`src/swo_pkg.sv`:
```
/*
  Constants, field layouts and enumerations for the switch output controller.
  Assumes a 100 MHz device clock and a word-aligned plain register port.
*/
package swo_pkg;
  // Timing
  localparam int CLK_PERIOD_NS     = 10;
  localparam int DELAY_STEP_NS     = 100_000_000;
  localparam int DELAY_STEP_CYCLES = (DELAY_STEP_NS + CLK_PERIOD_NS - 1) / CLK_PERIOD_NS;
  localparam int DELAY_W           = 10;
  localparam logic [DELAY_W-1:0] DELAY_MAX = 10'h3E8;

  // Measured variables and data width
  localparam int NUM_VARS = 12;
  localparam int VAL_W    = 32;

  // Register byte addresses
  localparam logic [7:0] ADDR_CTRL    = 8'h00;
  localparam logic [7:0] ADDR_ON_VAL  = 8'h04;
  localparam logic [7:0] ADDR_OFF_VAL = 8'h08;
  localparam logic [7:0] ADDR_ON_DLY  = 8'h0C;
  localparam logic [7:0] ADDR_OFF_DLY = 8'h10;
  localparam logic [7:0] ADDR_STATUS  = 8'h14;

  // Control register fields
  localparam int CTRL_W         = 15;
  localparam int CTRL_FUNC_LSB  = 0;
  localparam int CTRL_DIAG_LSB  = 3;
  localparam int CTRL_FAIL_LSB  = 5;
  localparam int CTRL_INV_BIT   = 7;
  localparam int CTRL_SRC_LSB   = 8;
  localparam int CTRL_LIM_LSB   = 11;
  localparam int LIM_SEL_W      = 4;

  // Status register fields
  localparam int ST_PIN      = 0;
  localparam int ST_LIMIT    = 1;
  localparam int ST_ON_PEND  = 2;
  localparam int ST_OFF_PEND = 3;

  // Reset values
  localparam logic [CTRL_W-1:0]  CTRL_RST = 15'h0000;
  localparam logic [VAL_W-1:0]   VAL_RST  = 32'h0000_0000;
  localparam logic [DELAY_W-1:0] DLY_RST  = 10'h000;

  typedef enum logic [2:0] {
    SWO_FN_OFF     = 3'h0,
    SWO_FN_ON      = 3'h1,
    SWO_FN_DIAG    = 3'h2,
    SWO_FN_LIMIT   = 3'h3,
    SWO_FN_DIGITAL = 3'h4
  } swo_func_e;

  typedef enum logic [1:0] {
    SWO_DG_ALARM      = 2'h0,
    SWO_DG_ALARM_WARN = 2'h1,
    SWO_DG_WARN       = 2'h2
  } swo_diag_e;

  typedef enum logic [1:0] {
    SWO_FM_ACTUAL = 2'h0,
    SWO_FM_OPEN   = 2'h1,
    SWO_FM_CLOSED = 2'h2
  } swo_fail_e;

  typedef enum logic [2:0] {
    SWO_SRC_OFF = 3'h0,
    SWO_SRC_AD1 = 3'h1,
    SWO_SRC_AD2 = 3'h2,
    SWO_SRC_DO1 = 3'h3,
    SWO_SRC_DO2 = 3'h4,
    SWO_SRC_DO3 = 3'h5,
    SWO_SRC_DO4 = 3'h6
  } swo_src_e;
endpackage : swo_pkg

```
`src/swo_tmr_if.sv`:
```
/*
  Interface between the controller and one delay timer.
  Assumes both ends share ref_clk; tick is a one-cycle step enable.
*/
`timescale 1ns/1ps
interface swo_tmr_if;
  logic                        req;
  logic [swo_pkg::DELAY_W-1:0] delay;
  logic                        tick;
  logic                        done;
  logic                        pending;

  modport owner (output req, output delay, output tick, input done, input pending);
  modport timer (input req, input delay, input tick, output done, output pending);
endinterface : swo_tmr_if

```
`src/swo_delay_timer.sv`:
```
/*
  Delay timer counting tenth-second steps while its request is held.
  Assumes the owner drives req, delay and tick from ref_clk logic.
*/
`timescale 1ns/1ps
module swo_delay_timer (
  input wire logic ref_clk,
  input wire logic reset_n,
  swo_tmr_if.timer tmr
);
  logic [swo_pkg::DELAY_W-1:0] cnt_ff;
  logic [swo_pkg::DELAY_W-1:0] nxt_cnt;

  always_comb begin
    if (!tmr.req) begin
      nxt_cnt = '0;
    end else if (tmr.tick && (cnt_ff < tmr.delay)) begin
      nxt_cnt = cnt_ff + 10'h001;
    end else begin
      nxt_cnt = cnt_ff;
    end
  end

  always_ff @(posedge ref_clk or negedge reset_n) begin
    if (!reset_n) begin
      cnt_ff <= '0;
    end else begin
      cnt_ff <= nxt_cnt;
    end
  end

  // Zero delay completes at once; a dropped request never completes
  assign tmr.done    = tmr.req && (cnt_ff >= tmr.delay);
  assign tmr.pending = tmr.req && !tmr.done;
endmodule : swo_delay_timer

```
`src/swo_switch_output.sv`:
```
/*
  Switch output controller: function select, limit comparator with hysteresis
  and on/off delays, failure-mode override, inversion and status readback.
  Assumes measured values, event flags and discrete sources come from logic
  on ref_clk, and a register master that never waits.
*/
// The implementer's own choices: the address map and the strobed register port.
`timescale 1ns/1ps
module swo_switch_output #(
  parameter int TICK_CYCLES = swo_pkg::DELAY_STEP_CYCLES,
  parameter int NUM_VARS    = swo_pkg::NUM_VARS
) (
  input  wire logic                           ref_clk,
  input  wire logic                           reset_n,
  input  wire logic [7:0]                     reg_addr,
  input  wire logic [31:0]                    reg_wdata,
  input  wire logic                           reg_wr,
  input  wire logic                           reg_rd,
  output logic      [31:0]                    reg_rdata,
  input  wire logic [NUM_VARS*swo_pkg::VAL_W-1:0] meas_values,
  input  wire logic                           alarm_active,
  input  wire logic                           warning_active,
  input  wire logic [1:0]                     adv_diag_sw,
  input  wire logic [3:0]                     discrete_out,
  output logic                                switch_closed
);
  localparam int VW = swo_pkg::VAL_W;

  logic [swo_pkg::CTRL_W-1:0]    ctrl_ff;
  logic signed [VW-1:0]          on_val_ff;
  logic signed [VW-1:0]          off_val_ff;
  logic [swo_pkg::DELAY_W-1:0]   on_dly_ff;
  logic [swo_pkg::DELAY_W-1:0]   off_dly_ff;
  logic [31:0]                   rdata_ff;
  logic [31:0]                   tick_cnt_ff;
  logic                          tick_ff;
  logic                          lim_ff;
  logic                          pin_ff;
  logic                          nxt_pin;
  logic                          base_state;
  logic                          diag_evt;
  logic                          src_val;
  logic                          lim_active;
  logic                          on_cond;
  logic                          off_cond;
  logic                          on_above;
  logic signed [VW-1:0]          meas_sel;
  logic [swo_pkg::LIM_SEL_W-1:0] lim_sel;
  logic                          inv;
  swo_pkg::swo_func_e            func;
  swo_pkg::swo_diag_e            diag_sel;
  swo_pkg::swo_fail_e            fail_sel;
  swo_pkg::swo_src_e             src_sel;

  swo_tmr_if on_tmr ();
  swo_tmr_if off_tmr ();

  // Above/below comparison against one threshold
  function automatic logic beyond(input logic signed [VW-1:0] v,
                                  input logic signed [VW-1:0] thr,
                                  input logic                 above);
    beyond = above ? (v > thr) : (v < thr);
  endfunction : beyond

  // Out-of-range delays are clamped so the timer always completes
  function automatic logic [swo_pkg::DELAY_W-1:0] clamp_dly(input logic [31:0] w);
    if (w > {22'h000000, swo_pkg::DELAY_MAX}) begin
      clamp_dly = swo_pkg::DELAY_MAX;
    end else begin
      clamp_dly = w[swo_pkg::DELAY_W-1:0];
    end
  endfunction : clamp_dly

  ////////////////////////////////////////////////////////////////////////////
  // Field decode
  assign func     = swo_pkg::swo_func_e'(ctrl_ff[swo_pkg::CTRL_FUNC_LSB +: 3]);
  assign diag_sel = swo_pkg::swo_diag_e'(ctrl_ff[swo_pkg::CTRL_DIAG_LSB +: 2]);
  assign fail_sel = swo_pkg::swo_fail_e'(ctrl_ff[swo_pkg::CTRL_FAIL_LSB +: 2]);
  assign src_sel  = swo_pkg::swo_src_e'(ctrl_ff[swo_pkg::CTRL_SRC_LSB +: 3]);
  assign lim_sel  = ctrl_ff[swo_pkg::CTRL_LIM_LSB +: swo_pkg::LIM_SEL_W];
  assign inv      = ctrl_ff[swo_pkg::CTRL_INV_BIT];

  ////////////////////////////////////////////////////////////////////////////
  // Register writes
  always_ff @(posedge ref_clk or negedge reset_n) begin
    if (!reset_n) begin
      ctrl_ff    <= swo_pkg::CTRL_RST;
      on_val_ff  <= swo_pkg::VAL_RST;
      off_val_ff <= swo_pkg::VAL_RST;
      on_dly_ff  <= swo_pkg::DLY_RST;
      off_dly_ff <= swo_pkg::DLY_RST;
    end else if (reg_wr) begin
      if (reg_addr == swo_pkg::ADDR_CTRL) begin
        ctrl_ff <= reg_wdata[swo_pkg::CTRL_W-1:0];
      end else if (reg_addr == swo_pkg::ADDR_ON_VAL) begin
        on_val_ff <= reg_wdata;
      end else if (reg_addr == swo_pkg::ADDR_OFF_VAL) begin
        off_val_ff <= reg_wdata;
      end else if (reg_addr == swo_pkg::ADDR_ON_DLY) begin
        on_dly_ff <= clamp_dly(reg_wdata);
      end else if (reg_addr == swo_pkg::ADDR_OFF_DLY) begin
        off_dly_ff <= clamp_dly(reg_wdata);
      end
    end
  end

  // Register reads: data only in the cycle after the strobe, zero otherwise
  always_ff @(posedge ref_clk or negedge reset_n) begin
    if (!reset_n) begin
      rdata_ff <= 32'h0000_0000;
    end else if (reg_rd) begin
      if (reg_addr == swo_pkg::ADDR_CTRL) begin
        rdata_ff <= {17'h00000, ctrl_ff};
      end else if (reg_addr == swo_pkg::ADDR_ON_VAL) begin
        rdata_ff <= on_val_ff;
      end else if (reg_addr == swo_pkg::ADDR_OFF_VAL) begin
        rdata_ff <= off_val_ff;
      end else if (reg_addr == swo_pkg::ADDR_ON_DLY) begin
        rdata_ff <= {22'h000000, on_dly_ff};
      end else if (reg_addr == swo_pkg::ADDR_OFF_DLY) begin
        rdata_ff <= {22'h000000, off_dly_ff};
      end else if (reg_addr == swo_pkg::ADDR_STATUS) begin
        rdata_ff <= {28'h0000000, off_tmr.pending, on_tmr.pending, lim_ff, pin_ff};
      end else begin
        rdata_ff <= 32'h0000_0000;
      end
    end else begin
      rdata_ff <= 32'h0000_0000;
    end
  end

  assign reg_rdata = rdata_ff;

  ////////////////////////////////////////////////////////////////////////////
  // Tenth-second step divider, free running; shared by both timers, so a
  // delay may finish up to one step early depending on phase
  always_ff @(posedge ref_clk or negedge reset_n) begin
    if (!reset_n) begin
      tick_cnt_ff <= 32'h0000_0000;
      tick_ff     <= 1'b0;
    end else if (tick_cnt_ff >= 32'(TICK_CYCLES - 1)) begin
      tick_cnt_ff <= 32'h0000_0000;
      tick_ff     <= 1'b1;
    end else begin
      tick_cnt_ff <= tick_cnt_ff + 32'h0000_0001;
      tick_ff     <= 1'b0;
    end
  end

  ////////////////////////////////////////////////////////////////////////////
  // Limit comparator with hysteresis
  always_comb begin
    meas_sel = '0;
    for (int i = 0; i < NUM_VARS; i++) begin
      if (32'(lim_sel) == 32'(i + 1)) begin
        meas_sel = meas_values[i*VW +: VW];
      end
    end
  end

  // Equal thresholds are handled as the on-above-off case
  assign on_above   = (on_val_ff >= off_val_ff);
  assign lim_active = (func == swo_pkg::SWO_FN_LIMIT) && (lim_sel != '0);
  assign on_cond    = beyond(meas_sel, on_val_ff, on_above);
  assign off_cond   = beyond(meas_sel, off_val_ff, !on_above);

  assign on_tmr.req    = lim_active && !lim_ff && on_cond;
  assign on_tmr.delay  = on_dly_ff;
  assign on_tmr.tick   = tick_ff;
  assign off_tmr.req   = lim_active && lim_ff && off_cond;
  assign off_tmr.delay = off_dly_ff;
  assign off_tmr.tick  = tick_ff;

  swo_delay_timer u_on_tmr (
    .ref_clk (ref_clk),
    .reset_n (reset_n),
    .tmr     (on_tmr)
  );

  swo_delay_timer u_off_tmr (
    .ref_clk (ref_clk),
    .reset_n (reset_n),
    .tmr     (off_tmr)
  );

  // Limit state: closed at reset and outside limit mode; otherwise moves only when a delay completes
  always_ff @(posedge ref_clk or negedge reset_n) begin
    if (!reset_n) begin
      lim_ff <= 1'b1;
    end else if (!lim_active) begin
      lim_ff <= 1'b1;
    end else if (on_tmr.done) begin
      lim_ff <= 1'b1;
    end else if (off_tmr.done) begin
      lim_ff <= 1'b0;
    end
  end

  ////////////////////////////////////////////////////////////////////////////
  // Output selection
  always_comb begin
    case (diag_sel)
      swo_pkg::SWO_DG_ALARM:      diag_evt = alarm_active;
      swo_pkg::SWO_DG_ALARM_WARN: diag_evt = alarm_active || warning_active;
      swo_pkg::SWO_DG_WARN:       diag_evt = warning_active;
      default:                    diag_evt = 1'b0;
    endcase
  end

  always_comb begin
    case (src_sel)
      swo_pkg::SWO_SRC_AD1: src_val = adv_diag_sw[0];
      swo_pkg::SWO_SRC_AD2: src_val = adv_diag_sw[1];
      swo_pkg::SWO_SRC_DO1: src_val = discrete_out[0];
      swo_pkg::SWO_SRC_DO2: src_val = discrete_out[1];
      swo_pkg::SWO_SRC_DO3: src_val = discrete_out[2];
      swo_pkg::SWO_SRC_DO4: src_val = discrete_out[3];
      default:              src_val = 1'b0;
    endcase
  end

  always_comb begin
    case (func)
      swo_pkg::SWO_FN_OFF:     base_state = 1'b0;
      swo_pkg::SWO_FN_ON:      base_state = 1'b1;
      swo_pkg::SWO_FN_DIAG:    base_state = !diag_evt;
      swo_pkg::SWO_FN_LIMIT:   base_state = lim_ff;
      swo_pkg::SWO_FN_DIGITAL: base_state = src_val;
      default:                 base_state = 1'b0;
    endcase
    if (((func == swo_pkg::SWO_FN_LIMIT) || (func == swo_pkg::SWO_FN_DIGITAL)) && alarm_active) begin
      if (fail_sel == swo_pkg::SWO_FM_OPEN) begin
        base_state = 1'b0;
      end else if (fail_sel == swo_pkg::SWO_FM_CLOSED) begin
        base_state = 1'b1;
      end
    end
    nxt_pin = base_state ^ inv;
  end

  always_ff @(posedge ref_clk or negedge reset_n) begin
    if (!reset_n) begin
      pin_ff <= 1'b0;
    end else begin
      pin_ff <= nxt_pin;
    end
  end

  assign switch_closed = pin_ff;
endmodule : swo_switch_output

```
`config.mk`:
```
export PLATFORM = sky130hd
export DESIGN_NAME = swo_switch_output
export DESIGN_NICKNAME = d
export VERILOG_FILES = /design/src/swo_pkg.sv /design/src/swo_tmr_if.sv /design/src/swo_delay_timer.sv /design/src/swo_switch_output.sv
export SDC_FILE = /design/constraint.sdc
export NUM_CORES = 1
export LEC_CHECK = 0
export BUFFER_PORTS_ARGS = -buffer_cell sky130_fd_sc_hd__buf_2
export CAP_MARGIN = 20
export CORE_AREA = 2 2 182 184
export CTS_CLUSTER_DIAMETER = 150
export CTS_CLUSTER_SIZE = 8
export DETAILED_ROUTE_END_ITERATION = 6
export DIE_AREA = 0 0 184 186
export PLACE_DENSITY = 0.71
export SLEW_MARGIN = 5
export SYNTH_ARGS = -nofsm -noshare
export SYNTH_HDL_FRONTEND = slang
export SYNTH_HIERARCHICAL = 1
export SYNTH_SLANG_ARGS = --single-unit
export TNS_END_PERCENT = 50
```
`constraint.sdc`:
```
create_clock -name ref_clk -period 6.44 [get_ports ref_clk]
set_input_delay 0.966 -clock ref_clk [delete_from_list [all_inputs] [get_ports ref_clk]]
set_output_delay 0.966 -clock ref_clk [all_outputs]
set_load 0.05 [all_outputs]
```
== Word level (Yosys, flattened, before mapping) ==
Cells that the tools add are included.

* Memories kept: 0
* Bits in latches: 0
* Output and inout port bits: 33
* Word-level logic and storage cells: 128
* RAM bits: 0
* Bits in registers: 186
* ROM bits: 0

* $mul: 0
* $lt $le $gt $ge: 11
* Equality and inequality tests: 34
* Muxes and demuxes: 37
* Add/subtract/negate cells: 3
* Reduce and logical (&&, ||, !) cells: 26
* Div/mod/pow operators: 0
* Bitwise operators: 5
* Shift-type cells: 0

{| class="wikitable"
|+ Operator list
! operator !! count
|-
| 32-bit 2-to-1 mux || 17
|-
| 10-bit 2-to-1 mux || 7
|-
| 32-bit > comparator || 2
|-
| 32-bit < comparator || 2
|-
| 32-bit by 1-bit adder with 32-bit output, second input constant || 1
|-
| 32-bit by 24-bit >= comparator with 1-bit output, second input constant || 1
|-
| 32-bit >= comparator || 1
|-
| 32-bit by 10-bit > comparator with 1-bit output, second input constant || 1
|-
| 10-bit by 1-bit adder with 10-bit output, second input constant || 2
|-
| 4-bit == test, second input constant || 5
|-
| 10-bit >= comparator || 2
|-
| 10-bit < comparator || 2
|-
| 4-bit by 3-bit == test with 1-bit output, second input constant || 4
|-
| 8-bit by 4-bit == test with 1-bit output, second input constant || 2
|-
| 8-bit by 5-bit == test with 1-bit output, second input constant || 2
|-
| 3-bit by 2-bit == test with 1-bit output, second input constant || 4
|-
| 3-bit == test, second input constant || 4
|-
| 1-bit logical AND || 12
|-
| 1-bit 2-to-1 mux || 9
|-
| 4-bit by 2-bit == test with 1-bit output, second input constant || 2
|-
| 8-bit by 3-bit == test with 1-bit output, second input constant || 1
|-
| 8-bit logical NOT || 1
|-
| 3-bit by 1-bit == test with 1-bit output, second input constant || 2
|-
| 1-bit one-hot mux with 6 select lines || 1
|-
| 19 further kinds || 29
|}

== Depth between registers and ports, before layout ==
Gate-level depths: netlist (run 1).

* Depth after elaboration: 26
* Gate-level depth with buffers: 24

== Cells and area by module ==
The synthesis (run 1) kept the hierarchy.

{| class="wikitable"
|+ Modules (own cells, without submodules)
! module !! cells an instance !! instances !! area an instance (um2)
|-
| swo_switch_output || 1405 || 1 || 12184.2
|-
| swo_delay_timer || 99 || 2 || 842.1
|}

== Worst setup path before layout (run 1) ==
Ideal clock, no wire load.

* Path type: input to register
* Start point: input port meas_values[14] (netlist name)
* End point: register u_on_tmr/cnt_ff[9] (netlist name)
* Slack: 1.519 ns
* Path buffers: 0
* Stages on the path: 18
* Library setup time: 0.066 ns
* Arrival: 4.855 ns
* Data required time: 6.374 ns
* Cells stage by stage: a22oi_1 -> nor2_1 -> a221oi_1 -> o211ai_1 -> o21ai_1 -> a31oi_1 -> a221o_1 -> ha_1 -> nand4_2 -> or4_4 -> o211ai_2 -> a41oi_1 -> o21a_1 -> or4_1 -> nand3_1 -> clkinv_1 -> or4_1 -> nand2_1

* Word-level cells in the longest chain between the ends: 16

{| class="wikitable"
|+ Ends and longest elaborated chain
! what !! line !! source
|-
| start, declared || swo_switch_output.sv:20 || <nowiki>input wire logic [NUM_VARS*swo_pkg::VAL_W-1:0] meas_values,</nowiki>
|-
| 32-bit 2-to-1 mux (*) (12 in series) || swo_switch_output.sv:155 || <nowiki>if (32'(lim_sel) == 32'(i + 1)) begin</nowiki>
|-
| 32-bit < comparator or 32-bit > comparator (tied branches) || swo_switch_output.sv:62 || <nowiki>beyond = above ? (v > thr) : (v < thr);</nowiki>
|-
| 1-bit 2-to-1 mux (*) || swo_switch_output.sv:62 ||
|-
| 1-bit logical AND (*) || swo_switch_output.sv:167 || <nowiki>assign on_tmr.req = lim_active && !lim_ff && on_cond;</nowiki>
|-
| net on_tmr.req || swo_tmr_if.sv:7 || <nowiki>logic req;</nowiki>
|-
| 2-bit != test (no source line) or 10-bit 2-to-1 mux (tied branches) || -- ||
|-
| end signal, assigned || swo_delay_timer.sv:28 || <nowiki>cnt_ff <= nxt_cnt;</nowiki>
|-
| end, declared || swo_delay_timer.sv:11 || <nowiki>logic [swo_pkg::DELAY_W-1:0] cnt_ff;</nowiki>
|}

Mark *: on every way through the listed nets, which the timed path passes. The rest lies on a longest branch.
A chain may end at the register's enable or synchronous reset.

== Worst setup path in the final report (run 1) ==
* Start point: register ctrl_ff[11] (netlist name)
* End point: register u_off_tmr/cnt_ff[9] (netlist name)

* Word-level cells in the longest chain between the ends: 17

{| class="wikitable"
|+ Ends and longest elaborated chain
! what !! line !! source
|-
| start, declared || swo_switch_output.sv:29 || <nowiki>logic [swo_pkg::CTRL_W-1:0] ctrl_ff;</nowiki>
|-
| start signal, assigned || swo_switch_output.sv:87 || <nowiki>ctrl_ff <= swo_pkg::CTRL_RST;</nowiki>
|-
| start signal, assigned || swo_switch_output.sv:94 || <nowiki>ctrl_ff <= reg_wdata[swo_pkg::CTRL_W-1:0];</nowiki>
|-
| 4-bit by 1-bit == test with 1-bit output || swo_switch_output.sv:155 ||
|-
| 32-bit 2-to-1 mux (12 in series) || swo_switch_output.sv:155 ||
|-
| 32-bit > comparator or 32-bit < comparator (tied branches) || swo_switch_output.sv:62 ||
|-
| 1-bit 2-to-1 mux || swo_switch_output.sv:62 ||
|-
| 1-bit logical AND (*) || swo_switch_output.sv:170 || <nowiki>assign off_tmr.req = lim_active && lim_ff && off_cond;</nowiki>
|-
| net off_tmr.req || swo_tmr_if.sv:7 ||
|-
| 2-bit != test (no source line) or 10-bit 2-to-1 mux (tied branches) || -- ||
|-
| end signal, assigned || swo_delay_timer.sv:28 ||
|-
| end, declared || swo_delay_timer.sv:11 ||
|}

Marked as above.

==> key figures, run 1 <==
Status
  • Status: finished clean

STA
  • Final Hold Vio Count: 0
  • Slew headroom: 32.98%
  • Tmin final: between 6 and 7 ns
  • Setup ws final: ~0.42 ns
  • Final setup fails: 0
  • Clock Skew: 0.008897 ns
  • Final slew viol count: 0
  • Final period utilization: 93.54%
  • Setup TNS Final: 0 ns
  • Peak Freq: 166.0 MHz
  • Slew @ Worst Pin: 1.002 ns
  • Unrepaired setup endpoints after global routing: no

Synth
  • Seq/Total Area, Yosys: 33.57%
  • Post-synth EDFFs: 0
  • Avg Cell Area, Syn: 8.651 sq um
  • Most common cell in the synthesized netlist: dfrtp_1
  • Yosys reg bits: 186
  • Dominant cells by area after synthesis: dfrtp_1, ha_1, mux2_1
  • Synthesis warning total: 6
  • Post-synth top cells: dfrtp_1, nand2_1, nor2_1
  • Ys async rst share: 100.0%
  • Largest area contributor in the netlist: dfrtp_1
  • Netlist cell types: 75
  • Post-synth top area share: 33.38%
  • Syn Inst Count: 1603
  • Mapped Area: 0.01387 sq mm
  • Ys flop type: dfrtp_1

Finish
  • Final net count: 2589
  • Reg area: 0.004661 sq mm
  • Multi-input logic area: 0.008474 sq mm
  • Layout area overhead: 23.97%
  • Fillers: 3112
  • Share of cells above drive strength 1: around 28%

Global routing
  • Global route overflow: 0
  • Vias in the first global route: 14130
  • Antenna violations before repair: 13
  • Global-route wire length before repair: 87.93 mm
  • Global Route Usage Sum: 35.47%
  • Largest net degree at the start of global routing: 76

Worst hold path
  • HP Class: primary input to asynchronous set/reset pin

Routing
  • DR iter-0 viols: 1382
  • Vias: 14840
  • Vias per cell: 6.042
  • Drt pass-1 iters: 7
  • Antenna-violating nets left: 0
  • Metal1 wirelength: between 20 and 30 mm
  • DR WL met2: ~27 mm
  • Met3 wire len: 6.921 mm
  • Total wire length: 62.31 mm
  • Top sig layer: met5
  • Avg WL per Cell: 25.37 um
  • DRC: 0

Die
  • Die area: 0.03422 sq mm
  • Core area: 0.03221 sq mm
  • Die Y: 186 um
  • Placement Rows: 66
  • Die width: around 180 um
  • Ports: 469
  • Initial Utilization: 43.06%

Power and ir drop
  • Flop pwr share: 39.0%
  • Clk pwr share: between 30% and 40%
  • Combinational share of power: approximately 28%
  • Switch Pwr: 1.089 mW
  • VDD IR-drop max: 0.1877 mV
  • Int Power: approximately 2.1 mW
  • Pwr Density: 185.0 mW/mm^2
  • Switching share of power: approximately a third
  • Lkg Pwr: 8.220 nW

Place
  • GP Congestion: 1.022
  • HPWL after detailed placement: 51.41 mm
  • PortBufs: roughly 470
  • Placement Setup Slack: between 0.5 and 0.6 ns

Clock tree
  • H-Tree Depth: 4
  • Cts repair resizes: 0
  • Longest Clk Path Bufs: 2
  • Clock sink count: 186
  • CTS tree: done
  • CTS Buf Count: 17
  • CTS Root Cell: clkbuf_16
  • Clk_lat worst skew: 0.46 ns
  • Setup repair bufs after CTS: 0
  • # hold bufs at CTS: 0
  • Clock transition at path regs: 0.08 ns

Setup path
  • Worst Path Required: between 6 and 7 ns
  • Critical Path Source Type: flip-flop
  • Crit path kind: flip-flop to flip-flop
  • CP Capture Type: flip-flop
  • Worst Path Arrival: 6.42 ns
  • Max FO, Critical Path: 26

Flow run
  • Max cap viols: 0
worst max-delay path: stages, from the launching register on:
cell and delay, ns:
dfrtp_4 0.66, nor2_1 0.26, nand2_1 0.54, o221ai_1 0.27
o22ai_1 0.51, o21ai_1 0.13, a31oi_1 0.50, ha_1 0.37
a21oi_1 0.18, a2111oi_0 0.14, nor3_1 0.14, o21ai_0 0.15
a21oi_1 0.20, mux2i_1 0.23, mux2i_1 0.56, clkinv_1 0.43
or4_1 0.61, nand2_1 0.08
per-layer routing:
metal | vias to the layer above | global-route usage [%]
met5 | - | 0
met4 | 14 | 14.50
met3 | 120 | 11.66
met2 | 821 | 53.83
met1 | 7085 | 46.57
li1 | 6798 | -
layout make-up:
class | instances | area share (%)
diodes | 2 | 0.02911
clock buffers | 17 | 2.474
inverters | 108 | 2.358
well taps | 408 | 2.969
clock inverters | 14 | 0.9170
flip-flops and latches | 186 | 27.11
repair buffers | 492 | 14.85
multi-input cells | 1229 | 49.29
sequential cells by signal (all words and copies together) (netlist names):
signal,flops
off_tmr.tick,1
on_dly_ff,10
off_dly_ff,10
ctrl_ff,15
u_on_tmr/cnt_ff,10
off_val_ff,32
reg_rdata,32
tick_cnt_ff,32
lim_ff,1
switch_closed,1
u_off_tmr/cnt_ff,10
on_val_ff,32
through the flow:
step,power (mW),std cells,cell area [sq um],hold WS [ns],utilization (%)
after CTS,3.173,2454,17190,0.4946,53.37
after floorplan,1.755,1610,13890,0.4641,-
after global routing,3.317,2454,17190,0.5179,53.37
final,3.180,2456,17190,0.4645,53.38
after detailed placement,2.131,2423,16600,0.4836,51.56
after global placement,2.125,2423,16600,0.4758,51.56
layout by cell type (no fill, tap or decap), types with 22 or more instances in the layout:
| cell | Yosys | routed |
|---|---|---|
| buf_2 | 10 | 467 |
| dfrtp_1 | 185 | 183 |
| nand2_1 | 143 | 141 |
| nor2_1 | 136 | 135 |
| a21oi_1 | 121 | 121 |
| ha_1 | 119 | 119 |
| inv_1 | 104 | 104 |
| mux2_1 | 79 | 79 |
| a22oi_1 | 70 | 70 |
| o21ai_1 | 45 | 45 |
| nand3_1 | 40 | 40 |
| o21ai_0 | 39 | 39 |
| a31oi_1 | 33 | 33 |
| nor2b_1 | 33 | 32 |
| o22ai_1 | 32 | 32 |
| nand4_1 | 30 | 30 |
| a211oi_1 | 25 | 25 |
| buf_4 | 0 | 22 |
power by group through the flow:
stage	clock [mW]	sequential [mW]	combinational, mW
2_1_floorplan	0	1.25	0.506
3_3_place_gp	0	1.26	0.866
3_5_place_dp	0	1.26	0.869
4_1_cts	1.06	1.24	0.876
5_1_grt	1.11	1.24	0.965
6_report	1.05	1.24	0.894
cell families (layout without fill, tap and decap cells):
| kind of cell | Yosys count | count (layout) | synth area share, % |
|---|---|---|---|
| simple gates | 483 | 483 | 16.77 |
| mux | 114 | 114 | 9.112 |
| buf+inv | 195 | 631 | 5.621 |
| compound gates | 483 | 483 | 22.77 |
| fa+ha+maj | 119 | 119 | 10.74 |
| other cells | 1 | 10 | 0.02704 |
| xor+xnor | 22 | 22 | 1.389 |
| flops | 186 | 186 | 33.57 |
worst paths after layout:
path                                          from                              end  slack [ns]  cells after the start
max                        ctrl_ff[11]$_DFFE_PN0P_  u_off_tmr/cnt_ff[9]$_DFFE_PN0P_        0.42                     17
min                                        reset_n        off_dly_ff[6]$_DFFE_PN0P_        0.46                      1
max reg2reg                ctrl_ff[11]$_DFFE_PN0P_  u_off_tmr/cnt_ff[9]$_DFFE_PN0P_        0.42                     17
min reg2reg                 ctrl_ff[7]$_DFFE_PN0P_          switch_closed$_DFF_PN0_        0.49                      1
max in group asynchronous                  reset_n         tick_cnt_ff[9]$_DFF_PN0_        4.66                      2
min in group ref_clk        ctrl_ff[7]$_DFFE_PN0P_          switch_closed$_DFF_PN0_        0.49                      1
Power figures use the tool's default switching activity.
==> run 2: changes to the inputs <==
--- a/config.mk
+++ b/config.mk
@@ -7,15 +7,14 @@
 export LEC_CHECK = 0
 export BUFFER_PORTS_ARGS = -buffer_cell sky130_fd_sc_hd__buf_2
 export CAP_MARGIN = 20
-export CORE_AREA = 2 2 182 184
+export CORE_AREA = 2 2 180 182
 export CTS_CLUSTER_DIAMETER = 150
 export CTS_CLUSTER_SIZE = 8
 export DETAILED_ROUTE_END_ITERATION = 6
-export DIE_AREA = 0 0 184 186
-export PLACE_DENSITY = 0.71
+export DIE_AREA = 0 0 182 184
+export PLACE_DENSITY = 0.7
 export SLEW_MARGIN = 5
 export SYNTH_ARGS = -nofsm -noshare
 export SYNTH_HDL_FRONTEND = slang
-export SYNTH_HIERARCHICAL = 1
 export SYNTH_SLANG_ARGS = --single-unit
 export TNS_END_PERCENT = 50
==> run 2 against run 1 <==
Effect of this change:
- the flow now finishes with violations (DRC)
- via count down 0.96%
- register-to-register slack better by 0.40 ns
- sequential share of layout area grew 0.63 points
- largest power group unchanged
- die area shrank 2.2%
==> key figures, run 2 <==
Status
  • Status: finished, violations left (was finished clean)
  • Failing checks: DRC

STA
  • Unrepaired setup endpoints after global routing: no (unchanged)
  • Setup ws final: 0.8174 ns (was 0.4162 ns)
  • Peak Freq: 177.9 MHz (was 166.0 MHz)
  • Final setup fails: 0 (unchanged)
  • Clock Skew: 0.01663 ns (was 0.008897 ns)
  • Setup TNS Final: 0 ns (unchanged)
  • Tmin final: 5.623 ns (was 6.024 ns)
  • Slew @ Worst Pin: 1.115 ns (was 1.002 ns)
  • Slew headroom: 25.01% (was 32.98%)
  • Final period utilization: 87.31% (was 93.54%)
  • Final slew viol count: 0 (unchanged)
  • Final Hold Vio Count: 0 (unchanged)

Clock tree
  • H-Tree Depth: 4 (unchanged)
  • Longest Clk Path Bufs: 2 (unchanged)
  • Cts repair resizes: 0 (unchanged)
  • CTS Root Cell: clkbuf_16 (unchanged)
  • # hold bufs at CTS: 0 (unchanged)
  • Clk_lat worst skew: 0.45 ns (was 0.46 ns)
  • CTS tree: done (unchanged)
  • Clock transition at path regs: 0.08 ns (about the same)
  • Setup repair bufs after CTS: 0 (unchanged)
  • CTS Buf Count: 17 (unchanged)
  • Clock sink count: 186 (unchanged)

Die
  • Die area: 0.03349 sq mm (was 0.03422 sq mm)
  • Core area: 0.03139 sq mm (was 0.03221 sq mm)
  • Placement Rows: 65 (was 66)
  • Initial Utilization: 42.40% (was 43.06%)
  • Die width: 182 um (was 184 um)
  • Ports: 469 (unchanged)
  • Die Y: 184 um (was 186 um)

Synth
  • Netlist cell types: 74 (was 75)
  • Post-synth EDFFs: 0 (unchanged)
  • Avg Cell Area, Syn: 8.843 sq um (was 8.651 sq um)
  • Syn Inst Count: 1505 (was 1603)
  • Ys flop type: dfrtp_1 (unchanged)
  • Dominant cells by area after synthesis: dfrtp_1, ha_1, mux2_2 (was dfrtp_1, ha_1, mux2_1)
  • Mapped Area: 0.01331 sq mm (was 0.01387 sq mm)
  • Yosys reg bits: 186 (unchanged)
  • Ys async rst share: 100.0% (unchanged)
  • Post-synth top cells: dfrtp_1, a21oi_1, nand2_1 (was dfrtp_1, nand2_1, nor2_1)
  • Post-synth top area share: 34.78% (was 33.38%)
  • Most common cell in the synthesized netlist: dfrtp_1 (unchanged)
  • Largest area contributor in the netlist: dfrtp_1 (unchanged)
  • Synthesis warning total: 0 (was 6)
  • Seq/Total Area, Yosys: 34.98% (was 33.57%)

Routing
  • Drt pass-1 iters: 7 (unchanged)
  • Vias per cell: 6.190 (was 6.042)
  • Vias: 14700 (was 14840)
  • DRC: 2 (was 0)
  • DR iter-0 viols: 1752 (was 1382)
  • Antenna-violating nets left: 0 (unchanged)
  • Avg WL per Cell: 29.21 um (was 25.37 um)
  • Total wire length: 69.34 mm (was 62.31 mm)

Flow run
  • Max cap viols: 0 (unchanged)

Power and ir drop
  • Combinational share of power: 28.0% (was 28.1%)
  • Clk pwr share: 33.7% (was 32.9%)
  • Lkg Pwr: 8.081 nW (was 8.220 nW)
  • Total Power: 3.239 mW (was 3.180 mW)
  • Int Power: 2.100 mW (was 2.090 mW)
  • Pwr Density: 193.0 mW/mm^2 (was 185.0 mW/mm^2)
  • VDD IR-drop max: 0.2008 mV (was 0.1877 mV)
  • Switching share of power: 35.16% (was 34.26%)
  • Switch Pwr: 1.139 mW (was 1.089 mW)
  • Flop pwr share: 38.3% (was 39.0%)

Worst hold path
  • HP Class: flip-flop to flip-flop (was primary input to asynchronous set/reset pin)

Place
  • PortBufs: 468 (unchanged)
  • Placement Setup Slack: 0.9670 ns (was 0.5578 ns)
  • GP Congestion: 1.110 (was 1.022)
  • HPWL after detailed placement: 57.78 mm (was 51.41 mm)

Setup path
  • Crit path cell chain: nand2b_1 > nor2_2 > a22oi_1 > nand3_1 > a221oi_1 > a21oi_1 > a21oi_1 > a21oi_1 > ha_1 > a21oi_1 > o21ai_0 > a221oi_1 > o21ai_0 > o311ai_0 > mux2i_1 > o21ai_4 > nor2_1 (was nor2_1 > nand2_1 > o221ai_1 > o22ai_1 > o21ai_1 > a31oi_1 > ha_1 > a21oi_1 > a2111oi_0 > nor3_1 > o21ai_0 > a21oi_1 > mux2i_1 > mux2i_1 > clkinv_1 > or4_1 > nand2_1)
  • CP Capture Type: flip-flop (unchanged)
  • CP Launch Point: ctrl_ff[12]$_DFFE_PN0P_ (was ctrl_ff[11]$_DFFE_PN0P_)
  • R2r endpoint: u_off_tmr.cnt_ff[5]$_DFFE_PN0P_ (was u_off_tmr/cnt_ff[9]$_DFFE_PN0P_)
  • Worst Path Arrival: 5.94 ns (was 6.42 ns)
  • Critical path's slowest cell: dfrtp_1 (was dfrtp_4)
  • Critical Path Source Type: flip-flop (unchanged)
  • End point of the critical path: u_off_tmr.cnt_ff[5]$_DFFE_PN0P_ (was u_off_tmr/cnt_ff[9]$_DFFE_PN0P_)
  • Most used cell, CP: a21oi_1
  • Max FO, Critical Path: 21 (was 26)
  • Internal reg-to-reg setup slack: 0.82 ns (was 0.42 ns)
  • Crit path kind: flip-flop to flip-flop (unchanged)
  • Worst Path Required: 6.76 ns (was 6.84 ns)
  • CP max stage delay: 0.99 ns (was 0.66 ns)
  • R2R cell count: 17 (unchanged)
  • Reg-to-Reg Start: ctrl_ff[12]$_DFFE_PN0P_ (was ctrl_ff[11]$_DFFE_PN0P_)

Finish
  • Fillers: 2911 (was 3112)
  • Most common cell after layout, fill and taps aside: buf_2 (unchanged)
  • Layout area overhead: 26.13% (was 23.97%)
  • Final net count: 2513 (was 2589)
  • Most frequent cells in the layout: buf_2, dfrtp_1, a21oi_1 (was buf_2, dfrtp_1, nand2_1)
  • Share of cells above drive strength 1: 32.98% (was 27.91%)

Global routing
  • Gr busiest metal: met2 (unchanged)
  • Largest net degree at the start of global routing: 80 (was 76)
  • Global-route wire length before repair: 97.30 mm (was 87.93 mm)
  • Antenna violations before repair: 7 (was 13)
  • Vias in the first global route: 14250 (was 14130)
  • Global-route met3 utilization: 15.89% (was 11.66%)
  • Grt met1 use: 52.44% (was 46.57%)
  • Global routing met2 resource utilization: 61.73% (was 53.83%)
  • Global route overflow: 0 (unchanged)
  • Global Route Usage Sum: 40.72% (was 35.47%)
run 2: cell types whose count changed after synthesis, moves of 24 or more:
cell and change:
mux2_1 -79, mux2_2 +68, o21ai_1 -44, o22ai_1 -29, o21ai_0 +26, a31oi_1 -24
run 2: cell families after synthesis:
group	share of synthesized area, %
mux	8.207
other cells	0.02818
xor+xnor	2.632
buf+inv	4.813
compound gates	21.67
fa+ha+maj	11.19
simple gates	16.48
flops	34.98
run 2: worst min-delay path by stage:
stage                                    startpoint                   endpoint  slack (ns)  depth (start not counted)
after floorplan           off_dly_ff[1]$_DFFE_PN0P_  off_dly_ff[1]$_DFFE_PN0P_        0.45                          2
after global placement    off_dly_ff[1]$_DFFE_PN0P_  off_dly_ff[1]$_DFFE_PN0P_        0.46                          2
after detailed placement  off_dly_ff[1]$_DFFE_PN0P_  off_dly_ff[1]$_DFFE_PN0P_        0.48                          2
after CTS                    ctrl_ff[7]$_DFFE_PN0P_    switch_closed$_DFF_PN0_        0.49                          1
after global routing       tick_cnt_ff[0]$_DFF_PN0_   tick_cnt_ff[0]$_DFF_PN0_        0.52                          1
final                        ctrl_ff[7]$_DFFE_PN0P_    switch_closed$_DFF_PN0_        0.49                          1
run 2: final cells by class:
| class | count | area (sq um) | share of cell area (%) |
|---|---|---|---|
| Tap cell | 402 | 503.0 | 2.996 |
| Sequential cell | 186 | 4656 | 27.74 |
| Antenna cell | 1 | 2.502 | 0.01491 |
| Inverter | 98 | 367.9 | 2.191 |
| Timing Repair Buffer | 495 | 2559 | 15.24 |
| Multi-Input combinational cell | 1160 | 8094 | 48.22 |
| Clock buffer | 18 | 439.2 | 2.616 |
| Clock inverter | 14 | 165.2 | 0.9839 |
run 2: worst max-delay path: cells and delay by family, from the launching register on:
family                   cells  cell delay (ns)
adder cells (fa/ha/maj)      1             0.37
AND/OR/NAND/NOR              4             1.16
multiplexers                 1             0.22
flip-flops                   1             0.99
AO/OA/AOI/OAI               11             2.76
run 2: routing by layer:
metal	wire, um	share of wire (%)
met5	54	0.078
met4	2956	4.3
met3	8689	13
met2	29580	43
met1	28070	40
run 2: stage by stage:
stage	std cells	area [sq um]	util (%)	hold slack (ns)
after CTS	2372	16780	53.44	0.4886
after detailed placement	2340	16170	51.51	0.4782
after global placement	2339	16160	51.47	0.4637
final	2374	16790	53.47	0.4909
after global routing	2373	16780	53.46	0.5176
after floorplan	1512	13340	-	0.4498
run 2: power groups by stage:
stage / Clock, mW / Sequential, mW / Combinational [mW]
6_report: 1.09 / 1.24 / 0.908
3_5_place_dp: 0 / 1.26 / 0.877
2_1_floorplan: 0 / 1.25 / 0.476
5_1_grt: 1.15 / 1.25 / 0.978
4_1_cts: 1.10 / 1.24 / 0.882
3_3_place_gp: 0 / 1.26 / 0.870
